## config.mk

```make
export PLATFORM = sky130hd
export DESIGN_NAME = vsk_engine
export DESIGN_NICKNAME = d
export VERILOG_FILES = /design/src/vsk_pkg.sv /design/src/vsk_engine.sv
export SDC_FILE = /design/constraint.sdc
export NUM_CORES = 2
export LEC_CHECK = 0
export BUFFER_PORTS_ARGS = -buffer_cell sky130_fd_sc_hd__buf_4
export CELL_PAD_IN_SITES_DETAIL_PLACEMENT = 1
export CELL_PAD_IN_SITES_GLOBAL_PLACEMENT = 2
export CORE_MARGIN = 3
export CORE_UTILIZATION = 42
export DETAILED_ROUTE_END_ITERATION = 8
export PLACE_DENSITY = 0.95
export SLEW_MARGIN = 20
export SYNTH_ARGS = -nofsm -noshare
export SYNTH_HDL_FRONTEND = slang
export SYNTH_SLANG_ARGS = --single-unit
```

## constraint.sdc

```tcl
create_clock -name SYS_CLK -period 28 [get_ports SYS_CLK]
set_input_delay 5.6 -clock SYS_CLK [delete_from_list [all_inputs] [get_ports SYS_CLK]]
set_output_delay 5.6 -clock SYS_CLK [all_outputs]
set_load 0.05 [all_outputs]
```

## src/vsk_pkg.sv

```systemverilog
/*
  shared constants, types and register map of the socket packet engine.
  assumes one 40 MHz clock and an APB master with 32-bit data.
*/
`default_nettype none
package vsk_pkg;
  typedef struct packed {
    logic [63:0] src_cid;
    logic [63:0] dst_cid;
    logic [31:0] src_port;
    logic [31:0] dst_port;
    logic [31:0] len;
    logic [15:0] ptype;
    logic [15:0] op;
    logic [31:0] flags;
    logic [31:0] buf_alloc;
    logic [31:0] fwd_cnt;
  } vsk_hdr_t;
  typedef struct packed {
    logic        psel;
    logic        penable;
    logic        pwrite;
    logic [7:0]  paddr;
    logic [31:0] pwdata;
  } vsk_apb_req_t;
  typedef struct packed {
    logic [23:0] rsvd;
    logic        cred;
    logic        eor;
    logic        eom;
    logic        trst;
    logic        shut;
    logic        send;
    logic        seq;
    logic        listen;
  } vsk_ctrl_t;
  typedef struct packed {
    logic [24:0] rsvd;
    logic        send_pend;
    logic        store_full;
    logic        cid_err;
    logic        closing;
    logic        connected;
    logic [1:0]  peer_shut;
  } vsk_status_t;
  typedef enum {ST_IDLE, ST_CONN, ST_CLOSING} vsk_state_t;
  localparam logic [15:0] OP_INVALID     = 16'h0;
  localparam logic [15:0] OP_REQUEST     = 16'h1;
  localparam logic [15:0] OP_RESPONSE    = 16'h2;
  localparam logic [15:0] OP_RST         = 16'h3;
  localparam logic [15:0] OP_SHUTDOWN    = 16'h4;
  localparam logic [15:0] OP_RW          = 16'h5;
  localparam logic [15:0] OP_CREDIT_UPD  = 16'h6;
  localparam logic [15:0] OP_CREDIT_REQ  = 16'h7;
  localparam logic [15:0] TYPE_STREAM    = 16'h1;
  localparam logic [15:0] TYPE_SEQPKT    = 16'h2;
  localparam int          SHUT_RX_BIT    = 0;
  localparam int          SHUT_TX_BIT    = 1;
  localparam logic [31:0] EVT_TRANSPORT_RESET = 32'h0;
  localparam logic [63:0] HOST_CID       = 64'h2;
  localparam logic [31:0] CID_RSV_LOW    = 32'h2;
  localparam logic [31:0] CID_RSV_A      = 32'h0fffffff;
  localparam logic [31:0] CID_RSV_B      = 32'hffffffff;
  localparam logic [31:0] CID_RESET      = 32'h3;
  localparam logic [31:0] BUF_ALLOC_RESET = 32'h00010000;
  localparam logic [7:0]  REG_CID_LO     = 8'h00;
  localparam logic [7:0]  REG_CID_HI     = 8'h04;
  localparam logic [7:0]  REG_CTRL       = 8'h08;
  localparam logic [7:0]  REG_TX_LEN     = 8'h0c;
  localparam logic [7:0]  REG_BUF_ALLOC  = 8'h10;
  localparam logic [7:0]  REG_STATUS     = 8'h14;
  localparam logic [7:0]  REG_FWD_CNT    = 8'h18;
  localparam logic [7:0]  REG_PEER_FREE  = 8'h1c;
  localparam int CLK_PERIOD_NS   = 25;
  localparam int DISC_TIMEOUT_US = 1000;
  localparam int DISC_CYC        = (DISC_TIMEOUT_US * 1000) / CLK_PERIOD_NS;
endpackage
`default_nettype wire

```

## src/vsk_engine.sv

```systemverilog
/*
  device end of a socket packet transport: one connection, reply store,
  credit accounting, disconnect timer, transport reset event, APB registers.
  assumes tx/rx/event queue handshakes are driven from logic on SYS_CLK.
*/
// Behaviour
// RULE1: context id upper word reads zero
// RULE2: reserved context ids are never held
// RULE3: driver reads id, fills event, then rx
// RULE4: header fields in fixed little-endian order
// RULE5: upper cid words filled with zeros
// RULE6: op codes zero through seven
// RULE7: device packets and replies go on rx
// RULE8: driver drains rx while tx full
// RULE9: keep taking tx while rx full
// RULE10: stop taking tx when store exhausted
// RULE11: type one stream, two seqpacket
// RULE12: advertise buffer size and received count
// RULE13: send payload only when credit covers it
// RULE14: answer credit request with credit update
// RULE15: every packet carries current credit fields
// RULE16: driver uses guest id as source
// RULE17: unknown type answered with reset
// RULE18: request answered by response or reset
// RULE19: shutdown bits latch permanently
// RULE20: shutdown then reset, or reset on timeout
// RULE21: seqpacket end of message/record flags
// RULE22: transport reset event with id zero
`timescale 1ns/10ps
`default_nettype none
module vsk_engine
  import vsk_pkg::*;
#(
  parameter int DEPTH      = 4,
  parameter int DISC_CYC_P = DISC_CYC
) (
  // clock and reset
  input  wire logic         SYS_CLK,
  input  wire logic         SRST,
  // register bus
  input  wire vsk_apb_req_t APB_REQ,
  output logic [31:0]       PRDATA,
  output logic              PREADY,
  output logic              PSLVERR,
  // packets from the driver
  input  wire logic         TX_VALID,
  input  wire vsk_hdr_t     TX_HDR,
  output logic              TX_READY,
  // packets to the driver
  output logic              RX_VALID,
  output vsk_hdr_t          RX_HDR,
  input  wire logic         RX_READY,
  // events to the driver
  output logic              EVT_VALID,
  output logic [31:0]       EVT_ID,
  input  wire logic         EVT_READY
);
  localparam int CW = $clog2(DEPTH + 1);
  localparam int AW = (DEPTH > 1) ? $clog2(DEPTH) : 1;

  vsk_hdr_t    mem [DEPTH];
  logic [CW-1:0] cnt_r, cnt_nxt;
  logic [AW-1:0] wp_r, rp_r;
  logic [31:0] cid_r, tx_len_r, buf_alloc_r;
  logic        cid_err_r, listen_r, seq_r, eom_r, eor_r;
  logic        send_pend_r, shut_pend_r, cred_pend_r, rst_pend_r, trst_pend_r;
  vsk_state_t  state_r;
  logic [31:0] lport_r, pport_r, peer_ba_r, peer_fwd_r, tx_cnt_r, fwd_cnt_r;
  logic [1:0]  shut_r;
  logic [31:0] tmr_r;
  logic [31:0] peer_free, rdata;
  logic        hit, acc, xfer, wr;
  logic        tx_acc, type_ok, rep_en, sw_room, send_ok;
  logic        g_rst, g_shut, g_send, g_cred, enq, deq, trst_go;
  logic [15:0] rep_op;
  vsk_hdr_t    h, enq_hdr;
  vsk_ctrl_t   wctl;
  vsk_status_t sts;

  function automatic logic is_rsv(input logic [31:0] v);
    return v <= CID_RSV_LOW || v == CID_RSV_A || v == CID_RSV_B;
  endfunction

  // device-originated and reply headers share one builder
  function automatic vsk_hdr_t mk(input logic [15:0] op, input logic [31:0] flg, input logic [31:0] len,
                                  input logic [31:0] dcid, input logic [31:0] sp, input logic [31:0] dp);
    vsk_hdr_t r; // RULE4
    r.src_cid   = HOST_CID;         // RULE5
    r.dst_cid   = {32'h0, dcid};    // RULE5
    r.src_port  = sp;
    r.dst_port  = dp;
    r.len       = len;
    r.ptype     = seq_r ? TYPE_SEQPKT : TYPE_STREAM; // RULE11
    r.op        = op;               // RULE6
    r.flags     = flg;
    r.buf_alloc = buf_alloc_r;      // RULE12 RULE15
    r.fwd_cnt   = fwd_cnt_r;        // RULE12 RULE15
    return r;
  endfunction

  // apb slave, one wait state
  assign acc  = APB_REQ.psel && APB_REQ.penable;
  assign xfer = acc && PREADY;
  assign wr   = xfer && APB_REQ.pwrite;
  assign wctl = vsk_ctrl_t'(APB_REQ.pwdata);
  assign peer_free = peer_ba_r - (tx_cnt_r - peer_fwd_r); // RULE13

  always_comb begin
    sts = '0;
    sts.send_pend  = send_pend_r;
    sts.store_full = cnt_r == CW'(DEPTH);
    sts.cid_err    = cid_err_r;
    sts.closing    = state_r == ST_CLOSING;
    sts.connected  = state_r == ST_CONN;
    sts.peer_shut  = shut_r;
    hit   = 1'b1;
    rdata = 32'h0;
    case (APB_REQ.paddr)
      REG_CID_LO:    rdata = cid_r;
      REG_CID_HI:    rdata = 32'h0; // RULE1
      REG_CTRL:      rdata = {30'h0, seq_r, listen_r};
      REG_TX_LEN:    rdata = tx_len_r;
      REG_BUF_ALLOC: rdata = buf_alloc_r;
      REG_STATUS:    rdata = 32'(sts);
      REG_FWD_CNT:   rdata = fwd_cnt_r;
      REG_PEER_FREE: rdata = peer_free;
      default:       hit = 1'b0;
    endcase
  end

  always_ff @(posedge SYS_CLK) begin
    if (SRST) begin
      PREADY  <= 1'b0;
      PRDATA  <= 32'h0;
      PSLVERR <= 1'b0;
    end else begin
      PREADY  <= acc && !PREADY;
      PRDATA  <= (acc && !PREADY && !APB_REQ.pwrite) ? rdata : 32'h0;
      PSLVERR <= acc && !PREADY && !hit;
    end
  end

  // configuration
  always_ff @(posedge SYS_CLK) begin
    if (SRST) begin
      cid_r       <= CID_RESET;
      cid_err_r   <= 1'b0;
      listen_r    <= 1'b0;
      seq_r       <= 1'b0;
      eom_r       <= 1'b0;
      eor_r       <= 1'b0;
      tx_len_r    <= 32'h0;
      buf_alloc_r <= BUF_ALLOC_RESET;
    end else if (wr && hit) begin
      case (APB_REQ.paddr)
        REG_CID_LO: begin
          // a reserved id is refused and flagged, the old id stays
          if (is_rsv(APB_REQ.pwdata)) begin // RULE2
            cid_err_r <= 1'b1;
          end else begin
            cid_r     <= APB_REQ.pwdata;
            cid_err_r <= 1'b0;
          end
        end
        REG_CTRL: begin
          listen_r <= wctl.listen;
          seq_r    <= wctl.seq;
          eom_r    <= wctl.eom;
          eor_r    <= wctl.eor;
        end
        REG_TX_LEN:    tx_len_r    <= APB_REQ.pwdata;
        REG_BUF_ALLOC: buf_alloc_r <= APB_REQ.pwdata;
        default: ;
      endcase
    end
  end

  // decode of a packet taken from tx
  assign tx_acc = TX_VALID && TX_READY;
  assign h      = TX_HDR;

  always_comb begin
    type_ok = h.ptype == TYPE_STREAM || h.ptype == TYPE_SEQPKT; // RULE11
    rep_en  = 1'b0;
    rep_op  = OP_RST;
    if (!type_ok) begin
      rep_en = 1'b1; // RULE17
    end else begin
      case (h.op)
        OP_REQUEST: begin
          rep_en = 1'b1;
          if (listen_r && state_r == ST_IDLE) begin
            rep_op = OP_RESPONSE; // RULE18
          end
        end
        OP_CREDIT_REQ: begin
          rep_en = 1'b1;
          rep_op = OP_CREDIT_UPD; // RULE14
        end
        OP_SHUTDOWN: rep_en = state_r != ST_IDLE && (shut_r | h.flags[1:0]) == 2'b11; // RULE20
        default:     rep_en = 1'b0;
      endcase
    end
  end

  // device-originated packets only use cycles free of tx traffic
  assign sw_room = !tx_acc && cnt_r < CW'(DEPTH);
  assign send_ok = state_r == ST_CONN && !shut_r[SHUT_RX_BIT] && peer_free >= tx_len_r; // RULE13

  always_comb begin
    g_rst  = 1'b0;
    g_shut = 1'b0;
    g_send = 1'b0;
    g_cred = 1'b0;
    if (sw_room) begin
      if (rst_pend_r) begin
        g_rst = 1'b1;
      end else if (shut_pend_r && state_r == ST_CONN) begin
        g_shut = 1'b1;
      end else if (send_pend_r && send_ok) begin
        g_send = 1'b1;
      end else if (cred_pend_r && state_r != ST_IDLE) begin
        g_cred = 1'b1; // RULE14
      end
    end
  end

  always_comb begin
    enq     = 1'b1;
    enq_hdr = mk(OP_RST, 32'h0, 32'h0, cid_r, lport_r, pport_r);
    if (tx_acc && rep_en) begin
      enq_hdr = mk(rep_op, 32'h0, 32'h0, h.src_cid[31:0], h.dst_port, h.src_port); // RULE7
    end else if (g_shut) begin
      enq_hdr = mk(OP_SHUTDOWN, 32'h3, 32'h0, cid_r, lport_r, pport_r); // RULE20
    end else if (g_send) begin
      enq_hdr = mk(OP_RW, seq_r ? {30'h0, eor_r, eom_r} : 32'h0, tx_len_r, cid_r, lport_r, pport_r); // RULE21
    end else if (g_cred) begin
      enq_hdr = mk(OP_CREDIT_UPD, 32'h0, 32'h0, cid_r, lport_r, pport_r);
    end else if (!g_rst) begin
      enq = 1'b0;
    end
  end

  // reply store outside the rx queue
  assign deq     = cnt_r != '0 && (!RX_VALID || RX_READY);
  assign cnt_nxt = cnt_r + CW'(enq) - CW'(deq);

  always_ff @(posedge SYS_CLK) begin
    if (enq) begin
      mem[wp_r] <= enq_hdr; // RULE9
    end
  end

  always_ff @(posedge SYS_CLK) begin
    if (SRST) begin
      cnt_r    <= '0;
      wp_r     <= '0;
      rp_r     <= '0;
      TX_READY <= 1'b0;
      RX_VALID <= 1'b0;
      RX_HDR   <= '0;
    end else begin
      cnt_r    <= cnt_nxt;
      TX_READY <= cnt_nxt < CW'(DEPTH); // RULE9 RULE10
      if (enq) begin
        wp_r <= (wp_r == AW'(DEPTH - 1)) ? '0 : wp_r + 1'b1;
      end
      if (deq) begin
        rp_r     <= (rp_r == AW'(DEPTH - 1)) ? '0 : rp_r + 1'b1;
        RX_VALID <= 1'b1; // RULE7
        RX_HDR   <= mem[rp_r];
      end else if (RX_READY) begin
        RX_VALID <= 1'b0;
      end
    end
  end

  // software commands; a new request wins over a same-cycle completion
  always_ff @(posedge SYS_CLK) begin
    if (SRST) begin
      send_pend_r <= 1'b0;
      shut_pend_r <= 1'b0;
      cred_pend_r <= 1'b0;
      rst_pend_r  <= 1'b0;
      trst_pend_r <= 1'b0;
    end else begin
      if (g_send || state_r != ST_CONN) send_pend_r <= 1'b0;
      if (g_shut || state_r != ST_CONN) shut_pend_r <= 1'b0;
      if (g_cred || state_r == ST_IDLE) cred_pend_r <= 1'b0;
      if (g_rst || state_r != ST_CLOSING) rst_pend_r <= 1'b0;
      if (trst_go) trst_pend_r <= 1'b0;
      if (state_r == ST_CLOSING && tmr_r == 32'(DISC_CYC_P - 1)) begin
        rst_pend_r <= 1'b1; // RULE20
      end
      if (wr && APB_REQ.paddr == REG_CTRL) begin
        if (wctl.send) send_pend_r <= 1'b1;
        if (wctl.shut) shut_pend_r <= 1'b1;
        if (wctl.cred) cred_pend_r <= 1'b1;
        if (wctl.trst) trst_pend_r <= 1'b1;
      end
    end
  end

  // connection state and credit counters
  always_ff @(posedge SYS_CLK) begin
    if (SRST) begin
      state_r    <= ST_IDLE;
      lport_r    <= 32'h0;
      pport_r    <= 32'h0;
      peer_ba_r  <= 32'h0;
      peer_fwd_r <= 32'h0;
      tx_cnt_r   <= 32'h0;
      fwd_cnt_r  <= 32'h0;
      shut_r     <= 2'b00;
      tmr_r      <= 32'h0;
    end else begin
      tmr_r <= (state_r == ST_CLOSING) ? tmr_r + 32'h1 : 32'h0;
      if (g_send) tx_cnt_r <= tx_cnt_r + tx_len_r; // RULE13
      if (g_shut) state_r <= ST_CLOSING;
      if (g_rst) state_r <= ST_IDLE;
      if (tx_acc && type_ok) begin
        peer_ba_r  <= h.buf_alloc; // RULE15
        peer_fwd_r <= h.fwd_cnt;
        case (h.op)
          OP_REQUEST: begin
            if (listen_r && state_r == ST_IDLE) begin // RULE18
              state_r   <= ST_CONN;
              lport_r   <= h.dst_port;
              pport_r   <= h.src_port;
              tx_cnt_r  <= 32'h0;
              fwd_cnt_r <= 32'h0;
              shut_r    <= 2'b00;
            end
          end
          OP_RST: state_r <= ST_IDLE; // RULE18 RULE20
          OP_SHUTDOWN: begin
            if (state_r != ST_IDLE) begin
              shut_r <= shut_r | h.flags[1:0]; // RULE19
              if ((shut_r | h.flags[1:0]) == 2'b11) state_r <= ST_IDLE;
            end
          end
          OP_RW: if (state_r != ST_IDLE) fwd_cnt_r <= fwd_cnt_r + h.len; // RULE12
          default: ;
        endcase
      end
      if (trst_go) begin
        state_r <= ST_IDLE; // RULE22
        shut_r  <= 2'b00;
      end
    end
  end

  // transport reset event
  assign trst_go = trst_pend_r && !EVT_VALID;

  always_ff @(posedge SYS_CLK) begin
    if (SRST) begin
      EVT_VALID <= 1'b0;
      EVT_ID    <= EVT_TRANSPORT_RESET;
    end else begin
      EVT_ID <= EVT_TRANSPORT_RESET; // RULE22
      if (trst_go) begin
        EVT_VALID <= 1'b1;
      end else if (EVT_READY) begin
        EVT_VALID <= 1'b0;
      end
    end
  end
endmodule
`default_nettype wire

```

==> reports/results.ini <==
[power_and_ir_drop]
p_leak_nw = 25.4
power.density_nw_per_um2 = 84.7
power_mw = 5.91
max-vdd-ir-drop_uv = 68.4

[cts]
cts-htree-levels = 4
cts_resized = 0
postCtsSetupBuffers = 0
cts.sink_count = 1404
clock_latency_ns = 0.81
hold_buffers = 0
clockBufferDepth = 3
cts_made_buffers = 150
cts_tree = done
cts_root_buffer = clkbuf_16
clk_pin_slew_ns = 0.06

[sta]
rsz0062_at_grt = no
setup_tns_ns = 0
worst_pin_slew_ns = 1.14
fmax_mhz = 95.7
finalCritPeriodShare_pct = 37.3
fin_hold_ws_ns = 0.450
hold_violations = 0
relSlewSlack_pct = 23.5
finalSetupViolations = 0
fin_skew_ns = 0.0438
drv_slew = 0
fin_crit_ns = 10.45

[final_layout]
areaGrowthSynthToFinish_pct = 17.1
nets = 5946
top_regs = mem x796, RX_HDR x200
largest_reg_flops = 796
largest-register = mem
final_area_sq_um = 69800
drive_gt1_share_pct = 20.8
fillerInstances = 14600

[outcome]
outcome = finished clean

[worst_setup_path]
endpoint_kind = register
rrSetupSlack_ns = 19.26
worst-path-max-fanout = 57
reg2reg_from = peer_ba_r[1]
crit_required_ns = 28.40
critical_path_class = in2reg
crit_start = TX_HDR[100]
startpoint_type = input port
arrival_ns = 10.86

[synth]
ys_async_sr_fraction_pct = 0
synth_largest_area_cell = edfxtp_1
ys_seq_area_share_pct = 60.5
netlist_area_sq_um = 59600
ys_warn_count = 0
synth_top_area_share_pct = 40.1
syn_inst = 4919
ys_ff_latch = 1404
synth_edf_count = 796
ys_types = 80
synth_area_leaders = edfxtp_1 (40%), dfxtp_1 (20%), mux4_2 (7.5%), nand2_1 (6.0%), a21oi_1 (4.5%)
synth_ff_type = edfxtp_1
synth_top_cells_by_count = nand2_1 (958), edfxtp_1 (796), dfxtp_1 (608)
synth.most_common_cell = nand2_1
synth_area_per_cell_sq_um = 12.1

[detailed_routing]
via_per_inst = 5.45
drt-total-wl_microns = 186000
first_iter_violations = 3057
firstDrtPassIters = 9
drc = 0
ant_nets = 0
vias = 40400
wire_per_inst_microns = 25.0

[global_routing]
gr-usage-all-layers_pct = 24.9
antenna_found_initial = 44
grt_pass1_vias = 42300
grt_pass1_wl_microns = 273000
overflow = 0
grt_max_degree = 181

[min_path]
min_path_type = reg2reg
min_from = lport_r[11]

[place]
placed_cell_area_sq_um = 64600
io_buffers = 510
dp_hpwl_microns = 127000
gp_congestion = 0.897

[floorplanning]
die_height_microns = 383
dieArea_sq_um = 146000
ios = 821
coreArea_sq_um = 140000
die_x_microns = 383
rows = 137
start_util_pct = 42.5

[job]
cap_violations = 0

==> routing by layer <==
metal  track usage [%]  part of all wire [%]
met5                 0                 0.074
met4              12.3                   5.1
met3              5.52                   7.1
met2              40.1                    47
met1              31.8                    41
==> cell usage in the layout (no fill, tap or decap), drive strengths merged, types with 34 or more instances in the layout <==
| cell type | n |
|---|---|
| nand2 | 958 |
| edfxtp | 796 |
| dfxtp | 608 |
| buf | 559 |
| a21oi | 541 |
| clkbuf | 204 |
| inv | 202 |
| mux4 | 199 |
| conb | 184 |
| nor2 | 184 |
| ha | 134 |
| mux2 | 116 |
| xnor2 | 65 |
| o21ai | 59 |
| a21o | 57 |
| xor2 | 54 |
| clkinv | 50 |
| nand3 | 47 |
| and2 | 46 |
| a22oi | 41 |
| mux2i | 38 |
| fa | 34 |
==> final cells by class <==
type | count | area (sq um) | area share [%]
Antenna cell | 28 | 70.1 | 0.100
Tap cell | 1876 | 2350 | 3.36
Inverter | 187 | 707 | 1.01
Clock buffer | 204 | 4200 | 6.02
Timing Repair Buffer | 559 | 4250 | 6.10
Sequential cell | 1404 | 36100 | 51.7
Clock inverter | 77 | 935 | 1.34
Multi-Input combinational cell | 3076 | 21200 | 30.4
==> worst max-delay path, cell delays in order <==
cell	delay [ns]
buf_4	0.11
or4_4	0.53
nor4_4	0.36
nand3_1	0.23
or3_1	0.46
a31oi_4	0.62
nor3_1	0.19
a21oi_4	0.33
and2_4	0.62
buf_4	0.84
buf_4	0.85
==> cell families after synthesis <==
| kind of cell | count (synthesis) | synth area share [%] |
|---|---|---|
| xor+xnor | 119 | 1.75 |
| buf+inv | 622 | 5.12 |
| simple gates | 1409 | 10.0 |
| fa+ha+maj | 168 | 3.96 |
| mux | 353 | 10.4 |
| other cells | 1 | 0.00629 |
| flops | 1404 | 60.5 |
| compound gates | 843 | 8.28 |
==> path summary, 6_finish.rpt <==
kind	to	cells after the start
max	mem[2][241]	11
min	lport_r[11]	2
max reg2reg	mem[2][241]	23
min reg2reg	lport_r[11]	2
==> report_power, final <==
group	total [mW]	internal (mW)	switching (mW)
logic	1.48	0.481	0.995
clock network	2.04	1.17	0.870
registers	2.39	2.30	0.0902
==> metrics by stage <==
step	utilization (%)	worst slack (ns)	instances
2_1_floorplan	-	15.34	5102
4_1_cts	49.7	17.50	7383
3_5_place_dp	46.1	16.61	7102
6_report	49.8	17.55	7411
3_3_place_gp	46.1	16.76	7102
5_1_grt	49.7	17.31	7390
Power figures use the tool's default switching activity.
